**src/design/rsp_defs.svh**
```systemverilog
`ifndef RSP_DEFS_SVH
`define RSP_DEFS_SVH

// =====================================================================
// link constants
`define RSP_SLV_ADDR    7'h51
`define RSP_RW_BIT      0
`define RSP_READ_VAL    1'h1
`define RSP_BYTE_BITS   4'h8
`define RSP_LAST_TX_BIT 4'h7
`define RSP_LINK_CLK_NS 320

`endif

```
**src/design/rsp_pkg.sv**
```systemverilog
// =====================================================================
// types of the serial slave port
package rsp_pkg;

  // gray along idle, receive, ack, transmit, master ack, wait
  typedef enum logic [2:0] {
    RSP_IDLE   = 3'h0,
    RSP_RX     = 3'h1,
    RSP_RX_ACK = 3'h3,
    RSP_TX     = 3'h2,
    RSP_TX_ACK = 3'h6,
    RSP_WAIT   = 3'h7
  } rsp_state_t;

  // phase of the byte being received
  typedef enum logic [1:0] {
    RSP_PH_ADDR = 2'h0,
    RSP_PH_PTR  = 2'h1,
    RSP_PH_DATA = 2'h3
  } rsp_phase_t;

endpackage : rsp_pkg

```
**src/design/rsp_i2c_slave.sv**
```systemverilog
`timescale 1ns/10ps
`include "rsp_defs.svh"

module rsp_i2c_slave #(
  parameter logic [6:0] SLV_ADDR = `RSP_SLV_ADDR,
  parameter int         PTR_W    = 8
) (
  // clock and reset
  input  wire logic             clk_i,
  input  wire logic             sys_rst_i,
  // two-wire link
  input  wire logic             scl_i,
  input  wire logic             sda_i,
  output logic                  sda_o,
  output logic                  sda_oe_o,
  // internal register file side
  output logic [PTR_W-1:0]      reg_addr_o,
  output logic [7:0]            reg_wdata_o,
  output logic                  reg_we_o,
  output logic                  reg_re_o,
  input  wire logic [7:0]       reg_rdata_i,
  // status
  output logic                  busy_o
);

  // =====================================================================
  // parameter check, refused at elaboration
  if (PTR_W < 1 || PTR_W > 8) begin : g_bad_ptr_w
    $error("PTR_W must lie between 1 and 8");
  end

  // =====================================================================
  // input synchronisers and edge detect
  logic scl_s1_ff, scl_s2_ff, scl_d_ff;
  logic sda_s1_ff, sda_s2_ff, sda_d_ff;

  always_ff @(posedge clk_i or posedge sys_rst_i) begin
    if (sys_rst_i) begin
      scl_s1_ff <= 1'h1;
      scl_s2_ff <= 1'h1;
      scl_d_ff  <= 1'h1;
      sda_s1_ff <= 1'h1;
      sda_s2_ff <= 1'h1;
      sda_d_ff  <= 1'h1;
    end else begin
      scl_s1_ff <= scl_i;
      scl_s2_ff <= scl_s1_ff;
      scl_d_ff  <= scl_s2_ff;
      sda_s1_ff <= sda_i;
      sda_s2_ff <= sda_s1_ff;
      sda_d_ff  <= sda_s2_ff;
    end
  end

  logic scl_rise, scl_fall, start_det, stop_det;

  // line events, all from the second synchroniser stage
  assign scl_rise  = scl_s2_ff & ~scl_d_ff;
  assign scl_fall  = ~scl_s2_ff & scl_d_ff;
  assign start_det = scl_s2_ff & scl_d_ff & sda_d_ff & ~sda_s2_ff;
  assign stop_det  = scl_s2_ff & scl_d_ff & ~sda_d_ff & sda_s2_ff;

  // =====================================================================
  // protocol state
  rsp_pkg::rsp_state_t state_ff, nxt_state;
  rsp_pkg::rsp_phase_t phase_ff, nxt_phase;
  logic [3:0]          cnt_ff, nxt_cnt;
  logic [7:0]          shift_ff, nxt_shift;
  logic                rd_ff, nxt_rd;
  logic                macked_ff, nxt_macked;
  logic                oe_ff, nxt_oe;
  logic [PTR_W-1:0]    ptr_ff, nxt_ptr;
  logic [7:0]          wdata_ff, nxt_wdata;
  logic                we_ff, nxt_we;
  logic                re_ff, nxt_re;
  logic                busy_ff, nxt_busy;

  // next-state logic
  always_comb begin
    nxt_state  = state_ff;
    nxt_phase  = phase_ff;
    nxt_cnt    = cnt_ff;
    nxt_shift  = shift_ff;
    nxt_rd     = rd_ff;
    nxt_macked = macked_ff;
    nxt_oe     = oe_ff;
    nxt_ptr    = ptr_ff;
    nxt_wdata  = wdata_ff;
    nxt_we     = 1'h0;
    nxt_re     = 1'h0;
    if (start_det) begin
      // start or repeated start: listen for the address
      nxt_state = rsp_pkg::RSP_RX;
      nxt_phase = rsp_pkg::RSP_PH_ADDR;
      nxt_cnt   = 4'h0;
      nxt_oe    = 1'h0;
    end else if (stop_det) begin
      nxt_state = rsp_pkg::RSP_IDLE;
      nxt_oe    = 1'h0;
    end else begin
      case (state_ff)
        rsp_pkg::RSP_IDLE: begin
          nxt_oe = 1'h0;
        end
        rsp_pkg::RSP_RX: begin
          if (scl_rise && cnt_ff != `RSP_BYTE_BITS) begin
            // sample while clock high, msb first
            nxt_shift = {shift_ff[6:0], sda_s2_ff};
            nxt_cnt   = cnt_ff + 4'h1;
          end else if (scl_fall && cnt_ff == `RSP_BYTE_BITS) begin
            nxt_cnt = 4'h0;
            case (phase_ff)
              rsp_pkg::RSP_PH_ADDR: begin
                if (shift_ff[7:1] == SLV_ADDR) begin
                  nxt_rd    = (shift_ff[`RSP_RW_BIT] == `RSP_READ_VAL);
                  nxt_oe    = 1'h1;
                  nxt_state = rsp_pkg::RSP_RX_ACK;
                end else begin
                  // other address, including test ones: stay off the bus
                  nxt_state = rsp_pkg::RSP_IDLE;
                end
              end
              rsp_pkg::RSP_PH_PTR: begin
                nxt_ptr   = shift_ff[PTR_W-1:0];
                nxt_phase = rsp_pkg::RSP_PH_DATA;
                nxt_oe    = 1'h1;
                nxt_state = rsp_pkg::RSP_RX_ACK;
              end
              default: begin
                // store at pointer, then advance
                nxt_wdata = shift_ff;
                nxt_we    = 1'h1;
                nxt_oe    = 1'h1;
                nxt_state = rsp_pkg::RSP_RX_ACK;
              end
            endcase
          end
        end
        rsp_pkg::RSP_RX_ACK: begin
          if (we_ff) begin
            nxt_ptr = ptr_ff + PTR_W'(1);
          end
          if (scl_fall) begin
            // let go after the ninth clock
            nxt_oe = 1'h0;
            if (phase_ff == rsp_pkg::RSP_PH_ADDR && rd_ff) begin
              // simplified read from the current pointer
              nxt_shift = reg_rdata_i;
              nxt_re    = 1'h1;
              nxt_oe    = ~reg_rdata_i[7];
              nxt_cnt   = 4'h0;
              nxt_state = rsp_pkg::RSP_TX;
            end else begin
              if (phase_ff == rsp_pkg::RSP_PH_ADDR) begin
                nxt_phase = rsp_pkg::RSP_PH_PTR;
              end
              nxt_state = rsp_pkg::RSP_RX;
            end
          end
        end
        rsp_pkg::RSP_TX: begin
          if (scl_fall) begin
            if (cnt_ff == `RSP_LAST_TX_BIT) begin
              // release for the master's acknowledge
              nxt_oe     = 1'h0;
              nxt_ptr    = ptr_ff + PTR_W'(1);
              nxt_macked = 1'h0;
              nxt_state  = rsp_pkg::RSP_TX_ACK;
            end else begin
              nxt_shift = {shift_ff[6:0], 1'h0};
              nxt_oe    = ~shift_ff[6];
              nxt_cnt   = cnt_ff + 4'h1;
            end
          end
        end
        rsp_pkg::RSP_TX_ACK: begin
          nxt_oe = 1'h0;
          if (scl_rise) begin
            if (!sda_s2_ff) begin
              nxt_macked = 1'h1;
            end else begin
              nxt_state = rsp_pkg::RSP_WAIT;
            end
          end else if (scl_fall && macked_ff) begin
            // next byte, no end to the stream
            nxt_shift = reg_rdata_i;
            nxt_re    = 1'h1;
            nxt_oe    = ~reg_rdata_i[7];
            nxt_cnt   = 4'h0;
            nxt_state = rsp_pkg::RSP_TX;
          end
        end
        rsp_pkg::RSP_WAIT: begin
          nxt_oe = 1'h0;
        end
        default: begin
          nxt_state = rsp_pkg::RSP_IDLE;
          nxt_oe    = 1'h0;
        end
      endcase
    end
    // busy follows the state, registered so the output comes from a flop
    nxt_busy = (nxt_state != rsp_pkg::RSP_IDLE);
  end

  // state registers
  always_ff @(posedge clk_i or posedge sys_rst_i) begin
    if (sys_rst_i) begin
      state_ff  <= rsp_pkg::RSP_IDLE;
      phase_ff  <= rsp_pkg::RSP_PH_ADDR;
      cnt_ff    <= 4'h0;
      shift_ff  <= 8'h00;
      rd_ff     <= 1'h0;
      macked_ff <= 1'h0;
      oe_ff     <= 1'h0;
      ptr_ff    <= '0;
      wdata_ff  <= 8'h00;
      we_ff     <= 1'h0;
      re_ff     <= 1'h0;
      busy_ff   <= 1'h0;
    end else begin
      state_ff  <= nxt_state;
      phase_ff  <= nxt_phase;
      cnt_ff    <= nxt_cnt;
      shift_ff  <= nxt_shift;
      rd_ff     <= nxt_rd;
      macked_ff <= nxt_macked;
      oe_ff     <= nxt_oe;
      ptr_ff    <= nxt_ptr;
      wdata_ff  <= nxt_wdata;
      we_ff     <= nxt_we;
      re_ff     <= nxt_re;
      busy_ff   <= nxt_busy;
    end
  end

  // =====================================================================
  // outputs, open drain: only ever pulls low
  logic sda_zero_ff;

  always_ff @(posedge clk_i or posedge sys_rst_i) begin
    if (sys_rst_i) begin
      sda_zero_ff <= 1'h0;
    end else begin
      sda_zero_ff <= 1'h0;
    end
  end

  assign sda_o       = sda_zero_ff;
  assign sda_oe_o    = oe_ff;
  assign reg_addr_o  = ptr_ff;
  assign reg_wdata_o = wdata_ff;
  assign reg_we_o    = we_ff;
  assign reg_re_o    = re_ff;
  assign busy_o      = busy_ff;

endmodule : rsp_i2c_slave

```
**config.mk**
```make
export PLATFORM = sky130hd
export DESIGN_NAME = rsp_i2c_slave
export DESIGN_NICKNAME = d
export VERILOG_FILES = /design/src/design/rsp_pkg.sv /design/src/design/rsp_i2c_slave.sv
export VERILOG_INCLUDE_DIRS = /design/src /design/src/design
export SDC_FILE = /design/constraint.sdc
export NUM_CORES = 1
export LEC_CHECK = 0
export BUFFER_PORTS_ARGS = -buffer_cell sky130_fd_sc_hd__buf_4
export CAP_MARGIN = 20
export CORE_MARGIN = 10
export CORE_UTILIZATION = 45
export CTS_CLUSTER_DIAMETER = 120
export DETAILED_ROUTE_END_ITERATION = 10
export MAX_ROUTING_LAYER = met4
export PLACE_DENSITY = 0.75
export SLEW_MARGIN = 20
export SYNTH_ARGS = -nofsm -noshare
export SYNTH_HDL_FRONTEND = slang
export SYNTH_SLANG_ARGS = --single-unit
```
**constraint.sdc**
```tcl
create_clock -name clk_i -period 2.43 [get_ports clk_i]
set_input_delay 0.1215 -clock clk_i [delete_from_list [all_inputs] [get_ports clk_i]]
set_output_delay 0.1215 -clock clk_i [all_outputs]
set_load 0.005 [all_outputs]
```
==> results of run 1 <==
## synthesized netlist by cell type (4+ instances only)
master	instances
buf_2	5
nand2b_1	4
nand2_1	19
o21ai_0	14
buf_4	5
mux2_2	22
inv_1	8
nor2_1	14
a21oi_1	16
nor3_1	5
nand3_1	9
dfstp_2	6
mux2i_1	5
dfrtp_1	39
nor2b_1	6
## worst max-delay path: stages, from the launching register on
cell     delay [ns]
dfstp_2        0.64
and2b_1        0.25
nand2_1        0.12
nor3_1         0.19
and3_1         0.46
mux2_2         0.39
## through the flow
step,power (mW),area [um2]
floorplan,1.24,2550
global placement,1.36,2830
detailed placement,1.37,2830
CTS,1.87,2950
global route,1.96,2950
finish,1.86,2950
## layer usage
metal	vias up	global-route usage
li1	967	-
met1	1016	0.178
met2	59	0.218
met3	8	0.0220
met4	0	0.0474
met5	-	-
## cell usage in the layout, fill, tap and decap left out, types with 3 or more instances in the layout
cell type  netlist  final
ha_1             3      3
nor3_1           5      5
inv_1            8      7
nor2b_1          6      6
nand2_1         19     19
buf_4            5     37
dfrtp_1         39     39
nand3_1          9      9
nor3b_2          3      3
mux2_2          22     22
a21oi_1         16     16
nor2_1          14     14
nand2b_1         4      4
a32oi_1          3      3
dfstp_2          6      6
clkbuf_8         0      6
mux2i_1          5      5
a31oi_1          3      3
o21ai_0         14     14
o21ai_1          3      3
nand3b_1         3      3
## state kept, by name, indices dropped and copies added (netlist names), 2 cells and up
name	cells
cnt_ff	4
phase_ff	2
reg_addr_o	8
reg_wdata_o	8
shift_ff	8
state_ff	3
## power by group
part	internal (mW)	switching, mW	leakage (nW)	total, mW
combinational	0.212	0.172	0.708	0.385
clock	0.231	0.265	0.0512	0.496
sequential	0.843	0.137	0.585	0.980
total	1.29	0.574	1.34	1.86
## layout make-up
type	instances	area share
multi-input combinational	181	0.441
sequential	45	0.384
timing repair buffer	39	0.101
tap	72	0.0305
clock buffer	6	0.0280
inverter	8	0.0102
clock inverter	2	0.00467
## timing repair
action / CTS / global route
endpoints found under the setup margin: 0 / 0
gates resized for setup: 0 / 0
hold buffers: 2 / 0
endpoints found under the hold margin: 2 / 0
## how the worst max path moves through the flow
stage | cells after the start | to | slack [ns] | start
after floorplan | 5 | shift_ff[0]$_DFFE_PP0P_ | 0.52 | scl_s2_ff$_DFF_PP1_
after global placement | 5 | reg_wdata_o[2]$_DFFE_PP0P_ | 0.35 | scl_d_ff$_DFF_PP1_
after detailed placement | 5 | reg_wdata_o[2]$_DFFE_PP0P_ | 0.28 | scl_d_ff$_DFF_PP1_
after CTS | 5 | reg_wdata_o[5]$_DFFE_PP0P_ | 0.28 | scl_d_ff$_DFF_PP1_
after global routing | 5 | reg_wdata_o[2]$_DFFE_PP0P_ | 0.09 | scl_d_ff$_DFF_PP1_
final | 5 | reg_wdata_o[5]$_DFFE_PP0P_ | 0.26 | scl_d_ff$_DFF_PP1_
## cell families (layout without fill, tap and decap cells)
group,after synthesis,in the layout,share of synthesized area
buffers and inverters,21,55,0.0465
AO/OA/AOI/OAI,64,64,0.165
flip-flops,45,45,0.444
multiplexers,27,27,0.117
other,1,1,0.00147
XOR/XNOR,2,2,0.00686
AND/OR/NAND/NOR,84,84,0.205
adder cells (fa/ha/maj),3,3,0.0147
==> impl_results.md, run 1 <==
- Die width: 95.3 um
- CTS tree: built
- Max-slew violations: 0
- Detailed-route wire length per cell: 16.9 um
- Number of port buffers: 31
- R2R setup slack: 0.26 ns
- Clock sink count: 45
- Initial antenna violation count: 0
- Least-Margin Pin Slew: 0.921 ns
- Share of cells above drive strength 1: 0.313
- Final Cycle Share: 0.893
- Period minus WS final: 2.17 ns
- Netlist cell types: 63
- Leak Pwr: 1.34 nW
- Dpl cells: 343
- First-pass GRT wire length: 9860 um
- Dpl ws: 0.280 ns
- Multi-input gate area: 1300 um2
- Met1 wire length: 2680 um
- Total Die Area: 9090 um2
- CP required: 2.62 ns
- CP max FO: 10
- R2r startpoint: scl_d_ff$_DFF_PP1_
- Max cap viols: 0
- Met3 WL: 324 um
- Initial Utilization: 0.464
- Mean Syn Cell Area: 10.3 um2
- Ys Warns: 0
- Synth Register Bits: 45
- Synth-to-Final Area Change: 15.5%
- Number of fill cells in the layout: 475
- Clock slew at reported path FFs: 0.08 ns
- # diodes: 0
- Maximum clock frequency: 461 MHz
- Top sig layer: met4
- Max VDD drop: 433 uV
- Clk buf depth: 2
- Post-synth EDFFs: 0
- Overall routed net length: 5980 um
- Setup crit start kind: register
- RSZ-0062 raised after global routing: no
- Vias in the first global route: 1933
- Final layout net count: 295
- Share of the synthesized area in the top cell type: 0.382
- CP arrival: 2.36 ns
- Worst-skew pair later-pin latency: 0.30 ns
- Reg area: 1130 um2
- Setup TNS: 0 ns
- Final hold viol count: 0
- ANT nets after route: 0
- Core ar.: 5510 um2
- Post-DP HPWL: 4390 um
- Chip height: 95.3 um
- RD Place Congestion: 0.934
- Gr usage total: 0.139
- Cts bufs inserted: 5
- Row count: 27
- Number of cells produced by synthesis: 247
- Final non-filler cell total: 353
- Commonest register cell after synthesis: dfrtp_1
- First drt pass iteration count: 4
- Top cells by area, synth: dfrtp_1, mux2_2, dfstp_2
- CTS H-tree depth: 2
- Mapped Nets: 262
- Mapped cell area: 2550 um2
- Largest net degree at the start of global routing: 46
- R2R depth: 5
- Pwr/cell area: 631 nW/um2
- Setup Skew: 0.00671 ns
- Gr ovfl total: 0
- Leading area contributor after synthesis: dfrtp_1
- Status: finished clean
- Hold slack: 0.0257 ns
- Hold Crit Class: in2async
- Async set or reset register ratio after synthesis: 1.00
- Crit Path Category: reg2reg
- Max-Slew Margin vs Limit: 0.385
- RR Endpoint: reg_wdata_o[5]$_DFFE_PP0P_
- Type of destination of the critical path: register
- DRC violations left: 0
- Setup Fix Bufs, Post-CTS: 0
- Sequential-to-total area share from yosys stat: 0.444
- I/O pin total: 33
- # setup viols final: 0
- Drt first-iter violations: 179
- Avg Vias per Cell: 5.81
- Met2 wire length: 2860 um
- Fin util: 0.536
- Root Buffer: clkbuf_8
- DR vias: 2050
- Final worst setup slack: 0.261 ns
No activity file was read; power rests on OpenSTA's default activity.
==> run 2, diff against run 1 <==
- CORE_UTILIZATION: 45 -> 40
- PLACE_DENSITY: 0.75 -> 0.69
==> impl_results.md, run 2 (synthesis results as in run 1) <==
- Status: finished clean
- Delay-heaviest family, CP: compound AO/OA/AOI/OAI gates
- Hold slack: 0.0309 ns
- Initial antenna violation count: 0
- Clk buf depth: 2
- Die width: 99.9 um
- Max-Slew Margin vs Limit: 0.379
- CP Buf/Inv Count: 0
- Number of fill cells in the layout: 592
- Met1 wire length: 2710 um
- CTS tree: built
- Least-Margin Pin Slew: 0.930 ns
- Max VDD drop: 399 uV
- Placed Area: 2830 um2
- R2R setup slack: 0.24 ns
- RD Place Congestion: 0.988
- Crit path cell chain: and4bb_2, nand3_1, a32oi_1, o21ai_1, a211o_1
- CTS H-tree depth: 2
- Most frequent cells in the layout: dfrtp_1, buf_4, mux2_2
- CP arrival: 2.38 ns
- Net Sw Frac: 0.315
- Setup TNS: 0 ns
- Root Buffer: clkbuf_8
- Setup Skew: 0.00789 ns
- DR vias: 1980
- Gate power share: 0.208
- Number of port buffers: 31
- Type of destination of the critical path: register
- Core ar.: 6280 um2
- Worst-skew pair later-pin latency: 0.30 ns
- Met2 wire length: 2640 um
- Leak Pwr: 1.33 nW
- Largest net degree at the start of global routing: 46
- Fin util: 0.469
- First drt pass iteration count: 5
- Final Cell Area: 2950 um2
- First-pass GRT wire length: 9470 um
- Max-slew violations: 0
- CP max FO: 17
- # setup viols final: 0
- Reg area: 1130 um2
- Crit path max-delay cell type: dfrtp_1
- Post-CTS resize count: 0
- Initial Utilization: 0.407
- Max cap viols: 0
- Sw Pwr: 0.583 mW
- Gr ovfl total: 0
- Vias in the first global route: 1892
- Row count: 29
- Cts bufs inserted: 5
- RSZ-0062 raised after global routing: no
- DRC violations left: 0
- Clock slew at reported path FFs: 0.09 ns
- Met3 WL: 192 um
- Crit Path Category: reg2reg
- Detailed-route wire length per cell: 15.9 um
- Final Cycle Share: 0.900
- Post-DP HPWL: 4220 um
- Avg Vias per Cell: 5.55
- Sequential share of power: 0.529
- Total Die Area: 9980 um2
- Total power: 1.85 mW
- Crit path largest cell delay: 0.57 ns
- # diodes: 0
- Most common cell after layout, fill and taps aside: dfrtp_1
- I/O pin total: 33
- Share of power burned in the clock network: 0.263
- Internal Dissipation: 1.27 mW
- Hold Crit Class: in2async
- Final layout net count: 294
- Drt first-iter violations: 166
- Final hold viol count: 0
- Setup crit start kind: register
- Gr usage total: 0.117
- Overall routed net length: 5670 um
- Share of cells above drive strength 1: 0.311
- Clock sink count: 45
- Chip height: 99.9 um
- CP required: 2.62 ns
- Top sig layer: met4
- Multi-input gate area: 1300 um2
- Pwr/cell area: 628 nW/um2
- Period minus WS final: 2.19 ns
- Synth-to-Final Area Change: 15.3%
- Maximum clock frequency: 457 MHz
- ANT nets after route: 0
## run 2: cell count changes in the layout (fill, tap and decap cells not counted), sizes merged
cell | before | now
buf | 37 | 36
clkbuf | 6 | 5
clkinv | 2 | 0
clkinvlp | 0 | 1
inv | 8 | 10
## run 2: layer usage
layer  global-route usage  vias to the layer above
li1                     -                      965
met1                0.155                      954
met2                0.177                       52
met3               0.0199                        9
met4               0.0419                        0
met5                    -                        -
## run 2: layout make-up
type	count	area share
Clock buffer	5	0.0234
Multi-Input combinational cell	181	0.442
Timing Repair Buffer	38	0.0986
Inverter	8	0.0102
Clock inverter	3	0.00850
Sequential cell	45	0.385
Tap cell	77	0.0327
## run 2: through the flow
step	setup slack [ns]	instances
floorplan	0.523	247
global placement	0.279	347
detailed placement	0.284	347
CTS	0.277	357
global route	0.0567	357
finish	0.243	357
## run 2: final timing paths
path                                  startpoint                 endpoint  cells past startpoint
hold reg to reg              scl_s1_ff$_DFF_PP1_      scl_s2_ff$_DFF_PP1_                      0
hold / removal                         sys_rst_i  phase_ff[0]$_DFFE_PP0P_                      2
setup reg to reg           state_ff[0]$_DFF_PP0_    cnt_ff[3]$_DFFE_PP0P_                      5
setup / recovery           state_ff[0]$_DFF_PP0_    cnt_ff[3]$_DFFE_PP0P_                      5
min in group clk_i                reg_rdata_i[6]  shift_ff[6]$_DFFE_PP0P_                      3
max in group asynchronous              sys_rst_i    cnt_ff[2]$_DFFE_PP0P_                      2
## run 2: power groups by stage
stage	Clock [mW]	Sequential, mW	Combinational, mW
after floorplan	0	0.923	0.322
after global placement	0	0.987	0.373
after detailed placement	0	0.990	0.381
after CTS	0.504	0.976	0.385
after global routing	0.528	0.995	0.429
final	0.487	0.978	0.384
## run 2: timing repair
action	in CTS	in global routing
hold buffers	2	0
endpoints found under the hold margin	2	0
buffers inserted	0	0
==> run 3, diff against run 2 <==
- HOLD_SLACK_MARGIN: default -> 0.12
==> impl_results.md, run 3 (synthesis results as in run 1) <==
- Total Die Area: 9980 um2
- Maximum clock frequency: 457 MHz
- Gr ovfl total: 0
- RD Place Congestion: 0.988
- Max-slew violations: 0
- # diodes: 0
- R2r startpoint: state_ff[0]$_DFF_PP0_
- Cts bufs inserted: 5
- Number of port buffers: 31
- Final worst setup slack: 0.244 ns
- CP max FO: 17
- Sw Pwr: 0.582 mW
- First-pass GRT wire length: 9510 um
- Share of power burned in the clock network: 0.263
- Status: finished clean
- CP arrival: 2.38 ns
- CP required: 2.62 ns
- Period minus WS final: 2.19 ns
- Crit Path Category: reg2reg
- Worst-skew pair later-pin latency: 0.30 ns
- Setup Fix Bufs, Post-CTS: 0
- Max-Slew Margin vs Limit: 0.381
- Leak Pwr: 1.34 nW
- Share of cells above drive strength 1: 0.309
- CTS H-tree depth: 2
- DR vias: 1978
- Setup Skew: 0.00784 ns
- Final layout net count: 296
- Setup TNS: 0 ns
- Max cap viols: 0
- Avg Vias per Cell: 5.51
- Cell count of the worst hold path: 3
- I/O pin total: 33
- Chip height: 99.9 um
- Detailed-route wire length per cell: 15.8 um
- Hold Crit Class: in2reg
- Worst min-delay path startpoint: reg_rdata_i[3]
- Drt first-iter violations: 172
- Final hold viol count: 0
- ANT nets after route: 0
- Row count: 29
- Vias in the first global route: 1899
- Gate power share: 0.209
- Pwr/cell area: 624 nW/um2
- Initial antenna violation count: 0
- R2R depth: 5
- R2R setup slack: 0.24 ns
- Type of destination of the critical path: register
- Most common cell after layout, fill and taps aside: dfrtp_1
- Net Sw Frac: 0.315
- Root Buffer: clkbuf_8
- Least-Margin Pin Slew: 0.927 ns
- # setup viols final: 0
- RSZ-0062 raised after global routing: no
- Clock slew at reported path FFs: 0.09 ns
- Initial Utilization: 0.407
- Synth-to-Final Area Change: 16.1%
- Sequential share of power: 0.528
- Core ar.: 6280 um2
- Max VDD drop: 399 uV
- Most frequent cells in the layout: dfrtp_1, buf_4, mux2_2
- Hold endpoint: shift_ff[3]$_DFFE_PP0P_
- Largest net degree at the start of global routing: 46
- Final Cycle Share: 0.900
- Number of fill cells in the layout: 593
- First drt pass iteration count: 4
- Clock sink count: 45
- DRC violations left: 0
- CTS tree: built
- Internal Dissipation: 1.27 mW
- Clk buf depth: 2
- Post-DP HPWL: 4220 um
- RR Endpoint: cnt_ff[3]$_DFFE_PP0P_
- Die width: 99.9 um
- Post-CTS resize count: 0
- Dpl ws: 0.284 ns
- Setup crit start kind: register
- Gr usage total: 0.118
- Overall routed net length: 5670 um
run 3: cell count changes in the layout (fill, tap and decap cells not counted):
cell | previous run | this run
dlygate4sd3_1 | 2 | 4
run 3: power by group through the flow:
stage               registers [mW]  logic (mW)  clock network, mW
finish                       0.977       0.386              0.487
global route                 0.995       0.432              0.528
CTS                          0.976       0.388              0.504
detailed placement           0.990       0.381                  0
global placement             0.987       0.373                  0
floorplan                    0.923       0.322                  0
run 3: what timing repair did:
item | CTS | global route
endpoints found under the hold margin | 42 | 0
setup endpoints to repair | 0 | 0
hold buffers | 4 | 0
run 3: worst max-delay path, cell delays in order, from the launching register on:
cell and delay, ns:
dfrtp_1 0.57, and4bb_2 0.39, nand3_1 0.12, a32oi_1 0.43
o21ai_1 0.23, a211o_1 0.33
run 3: how the worst max path moves through the flow:
| stage | cells after the start | endpoint | from |
|---|---|---|---|
| final | 5 | cnt_ff[3]$_DFFE_PP0P_ | state_ff[0]$_DFF_PP0_ |
| after floorplan | 5 | shift_ff[0]$_DFFE_PP0P_ | scl_s2_ff$_DFF_PP1_ |
| after CTS | 4 | shift_ff[7]$_DFFE_PP0P_ | state_ff[0]$_DFF_PP0_ |
| after global placement | 4 | shift_ff[7]$_DFFE_PP0P_ | state_ff[0]$_DFF_PP0_ |
| after global routing | 5 | cnt_ff[0]$_DFFE_PP0P_ | state_ff[1]$_DFF_PP0_ |
| after detailed placement | 4 | shift_ff[7]$_DFFE_PP0P_ | state_ff[0]$_DFF_PP0_ |
run 3: metrics by stage:
step / power, mW / util / std cells / cell area (um2) / hold slack (ns)
after CTS: 1.87 / 0.472 / 359 / 2970 / 0.167
after floorplan: 1.24 / - / 247 / 2550 / 0.126
after detailed placement: 1.37 / 0.451 / 347 / 2830 / 0.231
final: 1.85 / 0.472 / 359 / 2970 / 0.170
after global routing: 1.96 / 0.472 / 359 / 2970 / 0.174
after global placement: 1.36 / 0.451 / 347 / 2830 / 0.230
run 3: metal layers:
layer | GRT usage | routed length [um] | vias up
met4 | 0.0419 | 127 | 0
met5 | - | 0 | -
met1 | 0.156 | 2730 | 954
met3 | 0.0199 | 187 | 10
li1 | - | - | 968
met2 | 0.177 | 2630 | 46
run 3: cell type report:
class,instances,area (um2),share of cell area
Clock buffer,5,68.8,0.0232
Clock inverter,3,25.0,0.00844
Inverter,8,30.0,0.0101
Multi-Input combinational cell,181,1300,0.439
Sequential cell,45,1130,0.382
Tap cell,77,96.3,0.0325
Timing Repair Buffer,40,310,0.105
